==> config.mk <==
export PLATFORM = sky130hd
export DESIGN_NAME = cpu_clock_divider_control
export DESIGN_NICKNAME = d
export VERILOG_FILES = /design/src/logic/clock_divider_pkg.sv /design/src/logic/cpu_clock_divider_control.sv
export VERILOG_INCLUDE_DIRS = /design/src /design/src/logic
export SDC_FILE = /design/constraint.sdc
export NUM_CORES = 1
export LEC_CHECK = 0
export BUFFER_PORTS_ARGS = -buffer_cell sky130_fd_sc_hd__buf_2
export CAP_MARGIN = 15
export CELL_PAD_IN_SITES_DETAIL_PLACEMENT = 2
export CELL_PAD_IN_SITES_GLOBAL_PLACEMENT = 2
export CORE_ASPECT_RATIO = 2
export CORE_UTILIZATION = 28
export DETAILED_ROUTE_END_ITERATION = 8
export PLACE_DENSITY_LB_ADDON = 0.1
export SETUP_SLACK_MARGIN = 0.05
export SYNTH_ARGS = -nofsm -noshare
export SYNTH_HDL_FRONTEND = slang
export SYNTH_SLANG_ARGS = --single-unit
==> constraint.sdc <==
create_clock -name clk_i -period 3.4 [get_ports clk_i]
set_clock_uncertainty 0.2 [all_clocks]
set_input_delay 0.68 -clock clk_i [delete_from_list [all_inputs] [get_ports clk_i]]
set_output_delay 0.68 -clock clk_i [all_outputs]
set_load 0.02 [all_outputs]
==> src/logic/clock_divider_defs.svh <==
/*
 offsets, field positions, reset values and timing figures for the
 processor clock divider control block.
 assumes nothing of its surroundings.
*/
`ifndef CLOCK_DIVIDER_DEFS_SVH
`define CLOCK_DIVIDER_DEFS_SVH

// ****************************************************************
// register map
// ****************************************************************
`define CDC_ADDR_W 4
`define CDC_OFS_CONTROL 4'h0

// ****************************************************************
// field positions
// ****************************************************************
`define CDC_BIT_RECOVER 15
`define CDC_SLOW_HI 14
`define CDC_SLOW_LO 12
`define CDC_BIT_SLOW_EN 11
`define CDC_POST_HI 10
`define CDC_POST_LO 8

// ****************************************************************
// reset values
// ****************************************************************
`define CDC_RST_RECOVER 1'h0
`define CDC_RST_SLOW 3'h3
`define CDC_RST_SLOW_EN 1'h0
`define CDC_RST_POST 3'h1

// ****************************************************************
// oscillator codes, source rates and postscaler limit
// ****************************************************************
`define CDC_OSC_FAST_RC 3'h7
`define CDC_OSC_SLOW_RC 3'h6
`define CDC_FAST_RC_HZ 32'h007a_1200
`define CDC_SLOW_RC_HZ 32'h0007_a120
`define CDC_POST_MAX_CODE 3'h7
`define CDC_POST_MAX_SHIFT 4'h8

`endif

==> src/logic/clock_divider_pkg.sv <==
/*
 types shared by the processor clock divider control block.
 assumes the defs header is compiled alongside.
*/
`default_nettype none

package clock_divider_pkg;

	typedef struct packed {
		logic recover_on_interrupt;
		logic [2:0] slowdown_ratio;
		logic slowdown_enable;
		logic [2:0] fast_rc_postscaler;
	} control_t;

	typedef struct packed {
		logic [3:0] slowdown_shift;
		logic [3:0] postscaler_shift;
		logic [31:0] system_clock_hz;
	} ratios_t;

endpackage

`default_nettype wire

==> src/logic/cpu_clock_divider_control.sv <==
/*
 processor clock divider control register on a classic wishbone slave,
 with decoded slowdown and postscaler ratios.
 assumes inputs synchronous to clk_i, interrupt_i a pulse or level from
 the interrupt controller, current_oscillator_code_i from the oscillator
 control logic.
*/
// Local design decisions: the Wishbone register port and the address map.
`timescale 1ns/100ps
`include "clock_divider_defs.svh"
`default_nettype none

module cpu_clock_divider_control (
	input wire logic clk_i,
	input wire logic rst_i,
	input wire logic cyc_i,
	input wire logic stb_i,
	input wire logic we_i,
	input wire logic [3:0] adr_i,
	input wire logic [1:0] sel_i,
	input wire logic [15:0] dat_i,
	output logic [15:0] dat_o,
	output logic ack_o,
	output logic err_o,
	input wire logic interrupt_i,
	input wire logic [2:0] current_oscillator_code_i,
	output logic [3:0] slowdown_shift_o,
	output logic [3:0] postscaler_shift_o,
	output logic [31:0] system_clock_hz_o
);

	// ****************************************************************
	// helpers
	// ****************************************************************
	// code 7 jumps to divide by 256, so the shift is not the code itself
	function automatic logic [3:0] post_shift(input logic [2:0] code);
		logic [3:0] s;
		s = {1'h0, code};
		if (code == `CDC_POST_MAX_CODE) begin
			s = `CDC_POST_MAX_SHIFT;
		end
		return s;
	endfunction

	// the ratio field is only a request; enable decides whether it counts
	function automatic logic [3:0] slow_shift(
		input logic en,
		input logic [2:0] code
	);
		logic [3:0] s;
		s = 4'h0;
		if (en) begin
			s = {1'h0, code};
		end
		return s;
	endfunction

	// only the two rc sources have a rate known to this block
	function automatic logic [31:0] source_hz(input logic [2:0] osc);
		logic [31:0] f;
		f = 32'h0000_0000;
		if (osc == `CDC_OSC_FAST_RC) begin
			f = `CDC_FAST_RC_HZ;
		end else if (osc == `CDC_OSC_SLOW_RC) begin
			f = `CDC_SLOW_RC_HZ;
		end
		return f;
	endfunction

	// ****************************************************************
	// bus decode
	// ****************************************************************
	clock_divider_pkg::control_t ctl;
	logic recover_reg;
	logic [2:0] ratio_reg;
	logic slow_en_reg;
	logic [2:0] post_reg;
	logic ack_reg;
	logic err_reg;
	logic [15:0] rdata_reg;
	logic req;
	logic hit;
	logic wr_hit;
	logic rd_hit;
	logic irq_clear;

	// one wait state: ack follows the request by one edge, then drops
	assign req = cyc_i && stb_i && !ack_reg && !err_reg;
	assign hit = (adr_i == `CDC_OFS_CONTROL);
	// low byte lane carries no state, so sel_i[0] alone writes nothing
	assign wr_hit = req && hit && we_i && sel_i[1];
	assign rd_hit = req && hit && !we_i;
	assign ack_o = ack_reg;
	assign err_o = err_reg;
	assign dat_o = rdata_reg;

	always_ff @(posedge clk_i) begin
		if (rst_i) begin
			ack_reg <= 1'h0;
		end else begin
			ack_reg <= req && hit;
		end
	end

	// unmapped words answer with err so a stray access cannot hang
	always_ff @(posedge clk_i) begin
		if (rst_i) begin
			err_reg <= 1'h0;
		end else begin
			err_reg <= req && !hit;
		end
	end

	// read data stands only in the ack cycle, zero otherwise
	always_ff @(posedge clk_i) begin
		if (rst_i) begin
			rdata_reg <= 16'h0000;
		end else if (rd_hit) begin
			rdata_reg <= {ctl, 8'h00};
		end else begin
			rdata_reg <= 16'h0000;
		end
	end

	// ****************************************************************
	// control register
	// ****************************************************************
	assign ctl = {recover_reg, ratio_reg, slow_en_reg, post_reg};
	assign irq_clear = interrupt_i && recover_reg;

	always_ff @(posedge clk_i) begin
		if (rst_i) begin
			recover_reg <= `CDC_RST_RECOVER;
		end else if (wr_hit) begin
			recover_reg <= dat_i[`CDC_BIT_RECOVER];
		end
	end

	always_ff @(posedge clk_i) begin
		if (rst_i) begin
			ratio_reg <= `CDC_RST_SLOW;
		end else if (wr_hit) begin
			ratio_reg <= dat_i[`CDC_SLOW_HI:`CDC_SLOW_LO];
		end
	end

	// hardware clear wins over a same-cycle software set
	always_ff @(posedge clk_i) begin
		if (rst_i) begin
			slow_en_reg <= `CDC_RST_SLOW_EN;
		end else if (irq_clear) begin
			slow_en_reg <= 1'h0;
		end else if (wr_hit) begin
			slow_en_reg <= dat_i[`CDC_BIT_SLOW_EN];
		end
	end

	always_ff @(posedge clk_i) begin
		if (rst_i) begin
			post_reg <= `CDC_RST_POST;
		end else if (wr_hit) begin
			post_reg <= dat_i[`CDC_POST_HI:`CDC_POST_LO];
		end
	end

	// ****************************************************************
	// ratio outputs
	// ****************************************************************
	clock_divider_pkg::ratios_t rat_next;
	logic [3:0] slow_shift_reg;
	logic [3:0] post_shift_reg;
	logic [31:0] hz_reg;
	logic [31:0] src_hz;

	// other sources give a system_clock_hz_o of zero; their rate is unknown here
	assign src_hz = source_hz(current_oscillator_code_i);

	always_comb begin
		rat_next.slowdown_shift =
			slow_shift(ctl.slowdown_enable, ctl.slowdown_ratio);
		rat_next.postscaler_shift = post_shift(ctl.fast_rc_postscaler);
		rat_next.system_clock_hz =
			src_hz >> rat_next.postscaler_shift;
	end

	// outputs lag the register by one edge; consumers must allow for it
	always_ff @(posedge clk_i) begin
		if (rst_i) begin
			slow_shift_reg <= 4'h0;
		end else begin
			slow_shift_reg <= rat_next.slowdown_shift;
		end
	end

	always_ff @(posedge clk_i) begin
		if (rst_i) begin
			post_shift_reg <= 4'h0;
		end else begin
			post_shift_reg <= rat_next.postscaler_shift;
		end
	end

	always_ff @(posedge clk_i) begin
		if (rst_i) begin
			hz_reg <= 32'h0000_0000;
		end else begin
			hz_reg <= rat_next.system_clock_hz;
		end
	end

	assign slowdown_shift_o = slow_shift_reg;
	assign postscaler_shift_o = post_shift_reg;
	assign system_clock_hz_o = hz_reg;

endmodule

`default_nettype wire

# == Word-level counts from Yosys, hierarchy flattened ==
# Cells that the tools add are included.
# op_classes
eq_ne,3
mux,3
n_reduce_logical,17
shifts,1
n_bitwise,2
# ops
cell,n
>> shifter 32 x 4 -> 32 bit,1
2-to-1 mux 23 bit,1
2-to-1 mux 19 bit,1
equality test 3 bit (second input constant),3
logical AND 1 bit,9
OR reduction 2 bit,3
zero test 1 bit,4
zero test 4 bit,1
2-to-1 mux 4 bit,1
inverter 1 bit,2
# word_totals
input_bits,31
reg_bits,66
elab_cells,38
out_inout_bits,58

# == Longest topological paths before layout ==
# Gate-level depths: netlist of run 1.
# depth
ltp_word,7
depth_mapped,5

# == Worst setup path before layout of run 1 ==
# No wires, ideal clock.
# synth_timing
kind,input to register
startpoint,in adr_i[1]
endpoint,reg post_reg[0]
required_time_ns,3.128
path_stages,3
setup_ns,0.072
setup_slack_ns,1.262
path_buffers,0
arrival_time_ns,1.866
path_cell_list,or4_4 > nor3_4 > mux2i_1
# synth_between
elab_chain_cells,4
# synth_lines
element,line_no,rtl
from (decl),cpu_clock_divider_control.sv:19,"input wire logic [3:0] adr_i,"
zero test 4 bit (no line),-,
logical AND 1 bit (3 in series),cpu_clock_divider_control.sv:91,assign wr_hit = req && hit && we_i && sel_i[1];
to (signal assigned),cpu_clock_divider_control.sv:160,post_reg <= `CDC_RST_POST;
to (signal assigned),cpu_clock_divider_control.sv:162,post_reg <= dat_i[`CDC_POST_HI:`CDC_POST_LO];
to (decl),cpu_clock_divider_control.sv:77,logic [2:0] post_reg;
# Every way passes these cells.
# A chain may end at the register's enable or synchronous reset.

# == Worst setup path after layout of run 1 ==
# layout_timing
startpoint,in adr_i[1]
endpoint,reg slow_en_reg
# layout_between
elab_chain_cells,4
# layout_lines
element,line_no,rtl
zero test 4 bit (no line),-,
logical AND 1 bit (3 in series),cpu_clock_divider_control.sv:91,
to (signal assigned),cpu_clock_divider_control.sv:150,slow_en_reg <= `CDC_RST_SLOW_EN;
to (signal assigned),cpu_clock_divider_control.sv:154,slow_en_reg <= dat_i[`CDC_BIT_SLOW_EN];
to (decl),cpu_clock_divider_control.sv:76,logic slow_en_reg;
# Every way passes these cells.

==> reports/metrics.json, run 1 <==
{
  "synthTopCellsByArea": {"value": "dfxtp_1 (49%), buf_4 (6.9%), nor2_1 (4.2%)"},
  "post_cts_resized": {"value": 0},
  "area.growth.synth_to_final": {"value": 24.0, "unit": "%"},
  "syn_avg_cell_area": {"value": 9.24, "unit": "µm²"},
  "drt_first_iter_violations": {"value": 40},
  "first_global_vias": {"value": 1674},
  "worstSetupStartpointType": {"value": "input port"},
  "setup_total_negative_slack": {"value": 0, "unit": "ps"},
  "final-instance-count-excl-fill": {"value": 356},
  "worstMarginPinSlew": {"value": 997, "unit": "ps"},
  "portion_of_synthesized_cell_area_occupied_by_the_leading_cell_type": {"value": 49.1, "unit": "%"},
  "timing.critical_path.fanout_max": {"value": 8},
  "firstDrtPassIters": {"value": 3},
  "initial_core_util": {"value": 29.3, "unit": "%"},
  "dieWidth": {"value": 61.1, "unit": "µm"},
  "max_freq": {"value": 476, "unit": "MHz"},
  "cts_hold_buffers": {"value": 0},
  "via_per_inst": {"value": 4.50},
  "antenna_cells_inserted": {"value": 0},
  "post-dp-hpwl": {"value": 3.73, "unit": "mm"},
  "drive_gt1_share": {"value": 27.6, "unit": "%"},
  "largest_area_contributor_in_the_synthesized_netlist": {"value": "dfxtp_1"},
  "met1Wirelength": {"value": 1.86, "unit": "mm"},
  "r2r_cells": {"value": 3},
  "synth_cell_types": {"value": 39},
  "hold_viol": {"value": 0},
  "layout_worst_path_cycle_share": {"value": 61.8, "unit": "%"},
  "timing.final.max_slew_violations": {"value": 0},
  "clock_buffers_created_by_tritoncts": {"value": 5},
  "ys_seq_elements": {"value": 48},
  "yosys.cell_count.top_type": {"value": "dfxtp_1"},
  "grt_pass1_wl": {"value": 8.10, "unit": "mm"},
  "ir_worst_vdd": {"value": 0.338, "unit": "mV"},
  "ios": {"value": 89},
  "holdCritPathClass": {"value": "flip-flop to flip-flop"},
  "hold-path-cell-count": {"value": 2},
  "worst-endpoint-required": {"value": 3410, "unit": "ps"},
  "placementRows": {"value": 42},
  "post-route-cell-area": {"value": 2430, "unit": "µm²"},
  "drt_drc_violations_left": {"value": 0},
  "syn_area": {"value": 1960, "unit": "µm²"},
  "chipHeight": {"value": 120, "unit": "µm"},
  "postSynthCellCount": {"value": 212},
  "maxUsedRoutingLayer": {"value": "met4"},
  "crit_arrival": {"value": 2110, "unit": "ps"},
  "layout_min_cycle_time": {"value": 2100, "unit": "ps"},
  "h_tree_levels": {"value": 2},
  "total_gr_overflow": {"value": 0},
  "clk_path_buf_depth": {"value": 2},
  "cts.reportedPaths.clkPinSlew": {"value": 60, "unit": "ps"},
  "dr_wl_met2": {"value": 2.86, "unit": "mm"},
  "post_cts.repair.setup_buffers": {"value": 0},
  "die-area": {"value": 7350, "unit": "µm²"},
  "synth_top_flop_cell": {"value": "dfxtp_1"},
  "design.final.nets": {"value": 298},
  "cap_viol_max_count": {"value": 0},
  "route.antenna.remaining_nets": {"value": 0},
  "root_buffer": {"value": "clkbuf_16"},
  "cts_tree": {"value": "built"},
  "largest_reg_flops": {"value": 23},
  "endpoint_type_of_the_worst_setup_path": {"value": "flip-flop"},
  "gp_congestion": {"value": 0.702},
  "dpl_cell_area": {"value": 2260, "unit": "µm²"},
  "slew_headroom": {"value": 33.4, "unit": "%"},
  "port_buffers": {"value": 61},
  "leakage": {"value": 1.12, "unit": "nW"},
  "rsz_0062_raised_after_global_routing": {"value": "no"},
  "worst_r2r_startpoint": {"value": "post_reg[1]$_SDFFE_PP0P_"},
  "postRouteWirelength": {"value": 5.05, "unit": "mm"},
  "core_region_area": {"value": 6670, "unit": "µm²"},
  "yosys_warnings": {"value": 0},
  "met3_length": {"value": 229, "unit": "µm"},
  "path_type_of_the_worst_setup_path": {"value": "input port to flip-flop"},
  "synth-async-reset-ratio": {"value": 0, "unit": "%"},
  "placedCellCount": {"value": 348},
  "route.vias.total": {"value": 1602},
  "detail_route.wl_per_cell": {"value": 14.2, "unit": "µm"},
  "synth_edf_count": {"value": 0},
  "cts_sinks": {"value": 48},
  "finalCoreUtilization": {"value": 36.4, "unit": "%"},
  "antenna_found_initial": {"value": 0},
  "status": {"value": "finished, final reports clean"},
  "synth-seq-area-share": {"value": 49.1, "unit": "%"},
  "maximum_number_of_pins_on_one_net_before_global_route_repair": {"value": 31},
  "worst_hold_startpoint": {"value": "slow_en_reg$_SDFFE_PP0P_"},
  "number_of_setup_violations_in_the_final_report": {"value": 0},
  "clock_insertion_delay_worst_skew": {"value": 280, "unit": "ps"},
  "cp-startpoint": {"value": "adr_i[1]"},
  "power_density": {"value": 493, "unit": "nW/µm²"},
  "yosys-top-cells-count": {"value": "dfxtp_1 (48), nor2_1 (22), buf_4 (18), clkbuf_1 (14), nand2b_1 (13)"},
  "global_route.usage.total": {"value": 15.1, "unit": "%"}
}
report_power, final:
part | internal (mW) | switching, mW
registers | 0.568 | 0.00168
logic | 0.0241 | 0.0536
clock network | 0.346 | 0.205
placed cells by master (no fill, tap or decap), types with 5 or more instances in the layout:
cell | Yosys | routed
and2_1 | 11 | 11
nand2b_1 | 13 | 13
clkbuf_16 | 0 | 5
buf_2 | 0 | 61
nor3_1 | 9 | 9
conb_1 | 1 | 18
a21oi_1 | 10 | 10
mux2i_1 | 8 | 8
nor2_1 | 22 | 22
nand2_1 | 8 | 8
dfxtp_1 | 48 | 48
final cells by class:
| cell class | instances | area [µm²] |
|---|---|---|
| clock buffer | 6 | 129 |
| clock inverter | 2 | 35.0 |
| fill | 797 | 4250 |
| inverter | 2 | 7.51 |
| multi-input combinational | 147 | 866 |
| sequential | 48 | 961 |
| tap | 88 | 110 |
| timing repair buffer | 63 | 320 |
kinds of logic after synthesis:
| logic type | Yosys count | share of synthesized area [%] |
|---|---|---|
| and+or+nand+nor | 90 | 26.1 |
| DFF | 48 | 49.1 |
| buffers and inverters | 34 | 9.97 |
| AOI/OAI and AO/OA | 28 | 9.20 |
| muxes | 8 | 4.09 |
| xor gates and xnor gates | 3 | 1.34 |
| other | 1 | 0.192 |
path summary, 6_finish.rpt:
check	endpoint	slack [ps]
max	slow_en_reg$_SDFFE_PP0P_	1300
min	slow_en_reg$_SDFFE_PP0P_	280
max reg2reg	system_clock_hz_o[14]$_SDFF_PP0_	1320
min reg2reg	slow_en_reg$_SDFFE_PP0P_	280
worst max-delay path, cell delays in order:
cell,delay (ps)
buf_2,100
or4_4,570
nor3_4,520
mux2i_1,250
layer usage:
metal  vias to the layer above  GRT usage [%]
li1                        780              -
met1                       767           15.2
met2                        49           27.4
met3                         6           3.85
met4                         0           6.53
met5                         -              0
stage by stage:
step                setup slack, ps  power (mW)  hold slack, ps
floorplan                      1260       0.650             239
global placement                965       0.659             251
detailed placement              929       0.661             274
CTS                            1250        1.22             282
global route                    999        1.24             303
finish                         1300        1.20             277
No activity file was read; power rests on OpenSTA's default activity.
==> run 2, diff against run 1 <==
--- a/config.mk
+++ b/config.mk
@@ -11,7 +11,7 @@
 export CELL_PAD_IN_SITES_DETAIL_PLACEMENT = 2
 export CELL_PAD_IN_SITES_GLOBAL_PLACEMENT = 2
 export CORE_ASPECT_RATIO = 2
-export CORE_UTILIZATION = 28
+export CORE_UTILIZATION = 23
 export DETAILED_ROUTE_END_ITERATION = 8
 export PLACE_DENSITY_LB_ADDON = 0.1
 export SETUP_SLACK_MARGIN = 0.05
==> constraint.sdc (replaced) <==
create_clock -name clk_i -period 1.7 [get_ports clk_i]
set_clock_uncertainty 0.2 [all_clocks]
set_input_delay 0.34 -clock clk_i [delete_from_list [all_inputs] [get_ports clk_i]]
set_output_delay 0.34 -clock clk_i [all_outputs]
set_load 0.02 [all_outputs]
==> run 2 against run 1 <==
Effect of this change: global-route usage down 1.8 points; first-iteration DRC count rose by 45%; combinational power grew 130%; sequential power is 100% higher; cell count increased by 8.7%; sequential cell count stayed put; setup slack lost 1100 ps; die area grew 21%; count of clock-buffer cells in the layout stayed put; via count increased by 5.6%; routed wire length rose by 5.7%.
==> reports/metrics.json, run 2 (synthesis results as in run 1) <==
{
  "crit_path_cell_trace": {"value": "nand4bb_1 > nor3_4 > buf_12 > mux2i_1"},
  "via_per_inst": {"value": 4.37, "change": "-2.8%"},
  "core_region_area": {"value": 8290, "unit": "µm²", "change": "+24%"},
  "leading_cell_types_in_the_layout_fill_and_taps_excluded": {"value": "buf_2 (61), dfxtp_1 (47), nor2_1 (22)"},
  "die-area": {"value": 8910, "unit": "µm²", "change": "+21%"},
  "total_gr_overflow": {"value": 0, "change": "unchanged"},
  "holdCritPathClass": {"value": "input port to flip-flop"},
  "timing.final.max_slew_violations": {"value": 0, "change": "unchanged"},
  "gp_congestion": {"value": 0.758, "change": "+7.9%"},
  "clk_path_buf_depth": {"value": 2, "change": "unchanged"},
  "antenna_found_initial": {"value": 0, "change": "unchanged"},
  "power": {"value": 2.34, "unit": "mW", "change": "+95%"},
  "design.final.nets": {"value": 319, "change": "+7.0%"},
  "maximum_number_of_pins_on_one_net_before_global_route_repair": {"value": 25, "change": "-19%"},
  "met3_length": {"value": 217, "unit": "µm", "change": "-5.2%"},
  "cts_tree": {"value": "built"},
  "cap_viol_max_count": {"value": 0, "change": "unchanged"},
  "clock_insertion_delay_worst_skew": {"value": 290, "unit": "ps", "change": "about the same"},
  "worst-endpoint-required": {"value": 1720, "unit": "ps", "change": "-1690 ps"},
  "route.vias.total": {"value": 1692, "change": "+5.6%"},
  "ir_worst_vdd": {"value": 0.453, "unit": "mV", "change": "+34%"},
  "drt_first_iter_violations": {"value": 58, "change": "+45%"},
  "critical-path-slowest-cell": {"value": "nand4bb_1"},
  "chipHeight": {"value": 132, "unit": "µm", "change": "+10%"},
  "cts_sinks": {"value": 48, "change": "unchanged"},
  "crit_arrival": {"value": 1550, "unit": "ps", "change": "-560 ps"},
  "worstSetupStartpointType": {"value": "flip-flop"},
  "path_type_of_the_worst_setup_path": {"value": "flip-flop to flip-flop"},
  "drt_drc_violations_left": {"value": 0, "change": "unchanged"},
  "status": {"value": "finished, final reports clean"},
  "post-dp-hpwl": {"value": 4.20, "unit": "mm", "change": "+13%"},
  "number_of_setup_violations_in_the_final_report": {"value": 0, "change": "unchanged"},
  "area.growth.synth_to_final": {"value": 34.6, "unit": "%"},
  "worst_path_largest_cell_delay": {"value": 340, "unit": "ps", "change": "-230 ps"},
  "port_buffers": {"value": 61, "change": "unchanged"},
  "rsz_0062_raised_after_global_routing": {"value": "no"},
  "firstDrtPassIters": {"value": 2, "change": "-1"},
  "maxUsedRoutingLayer": {"value": "met4"},
  "post-route-cell-area": {"value": 2640, "unit": "µm²", "change": "+8.6%"},
  "antenna_cells_inserted": {"value": 0, "change": "unchanged"},
  "endpoint_type_of_the_worst_setup_path": {"value": "flip-flop"},
  "hold_viol": {"value": 0, "change": "unchanged"},
  "max_freq": {"value": 653, "unit": "MHz"},
  "layout_min_cycle_time": {"value": 1530, "unit": "ps"},
  "drive_gt1_share": {"value": 34.9, "unit": "%", "change": "+7.3 points"},
  "hold-path-cell-count": {"value": 2, "change": "unchanged"},
  "timing.critical_path.fanout_max": {"value": 8, "change": "unchanged"},
  "r2r_cells": {"value": 4, "change": "+1"},
  "dr_wl_met2": {"value": 3.13, "unit": "mm", "change": "+9.4%"},
  "postRouteWirelength": {"value": 5.34, "unit": "mm", "change": "+5.7%"},
  "met1Wirelength": {"value": 1.86, "unit": "mm", "change": "+0.27%"},
  "largest_reg_flops": {"value": 23, "change": "unchanged"},
  "dieWidth": {"value": 67.2, "unit": "µm", "change": "+10%"},
  "layout_commonest_cell": {"value": "buf_2"},
  "dpl_cell_area": {"value": 2460, "unit": "µm²", "change": "+8.6%"},
  "detail_route.wl_per_cell": {"value": 13.8, "unit": "µm", "change": "-2.7%"},
  "h_tree_levels": {"value": 2, "change": "unchanged"},
  "cts_hold_buffers": {"value": 0, "change": "unchanged"},
  "leakage": {"value": 1.22, "unit": "nW", "change": "+9.2%"},
  "ios": {"value": 89, "change": "unchanged"},
  "grt_pass1_wl": {"value": 8.66, "unit": "mm", "change": "+6.9%"},
  "global_route.usage.total": {"value": 13.3, "unit": "%", "change": "-1.8 points"},
  "clock_buffers_created_by_tritoncts": {"value": 5, "change": "unchanged"},
  "initial_core_util": {"value": 23.6, "unit": "%", "change": "-5.7 points"},
  "layout_worst_path_cycle_share": {"value": 90.1, "unit": "%"},
  "first_global_vias": {"value": 1775, "change": "+6.0%"},
  "root_buffer": {"value": "clkbuf_16"},
  "power_density": {"value": 886, "unit": "nW/µm²", "change": "+80%"},
  "cts.reportedPaths.clkPinSlew": {"value": 60, "unit": "ps", "change": "about the same"},
  "route.antenna.remaining_nets": {"value": 0, "change": "unchanged"},
  "placementRows": {"value": 47, "change": "+12%"}
}
==> run 2: path summary, 6_finish.rpt <==
| check | from | endpoint | slack (ps) |
|---|---|---|---|
| worst max-delay path | err_o$_SDFF_PP0_ | recover_reg$_SDFFE_PP0P_ | 170 |
| worst min-delay path | we_i | dat_o[9]$_SDFF_PP0_ | 60 |
| worst max register to register | err_o$_SDFF_PP0_ | recover_reg$_SDFFE_PP0P_ | 170 |
| worst min register to register | slow_en_reg$_SDFFE_PP0P_ | slow_en_reg$_SDFFE_PP0P_ | 270 |
==> run 2: layout make-up <==
class / instances / area [µm²]
multi-input combinational: 147 / 887
inverter: 2 / 7.51
tap: 98 / 123
clock inverter: 2 / 15.0
timing repair buffer: 84 / 503
sequential: 48 / 962
fill: 967 / 5660
clock buffer: 6 / 139
==> run 2: stage by stage <==
step,util (%),hold WS [ps],setup slack (ps),TNS [ps],std cells
floorplan,-,218,-29.3,-234,229
global placement,29.7,253,-101,-1300,379
detailed placement,29.7,265,-133,-1680,379
CTS,31.5,50.1,59.8,0,387
global route,31.8,53.9,59.9,0,387
finish,31.8,57.6,169,0,387
==> run 2: critical path: cells and delay by family (launching register included) <==
family / cells / cell delay [ps]
flops: 1 / 310
mux: 1 / 180
buf+inv: 1 / 160
simple gates: 2 / 620
==> run 2: layer usage <==
| layer | vias to the layer above | GRT usage, % |
|---|---|---|
| li1 | 823 | - |
| met1 | 814 | 13.1 |
| met2 | 47 | 24.4 |
| met3 | 8 | 3.02 |
| met4 | 0 | 6.38 |
| met5 | - | 0 |
==> run 2: timing repair <==
action,4_1_cts,5_1_grt
setup buffers,0,0
gates resized for setup,0,8
endpoints found under the setup margin,0,4
hold endpoints to repair,0,0
==> run 2: report_power, final <==
group	switching, mW	internal, mW
Clock	0.435	0.585
Sequential	0.00266	1.14
Combinational	0.114	0.0632
Total	0.552	1.78
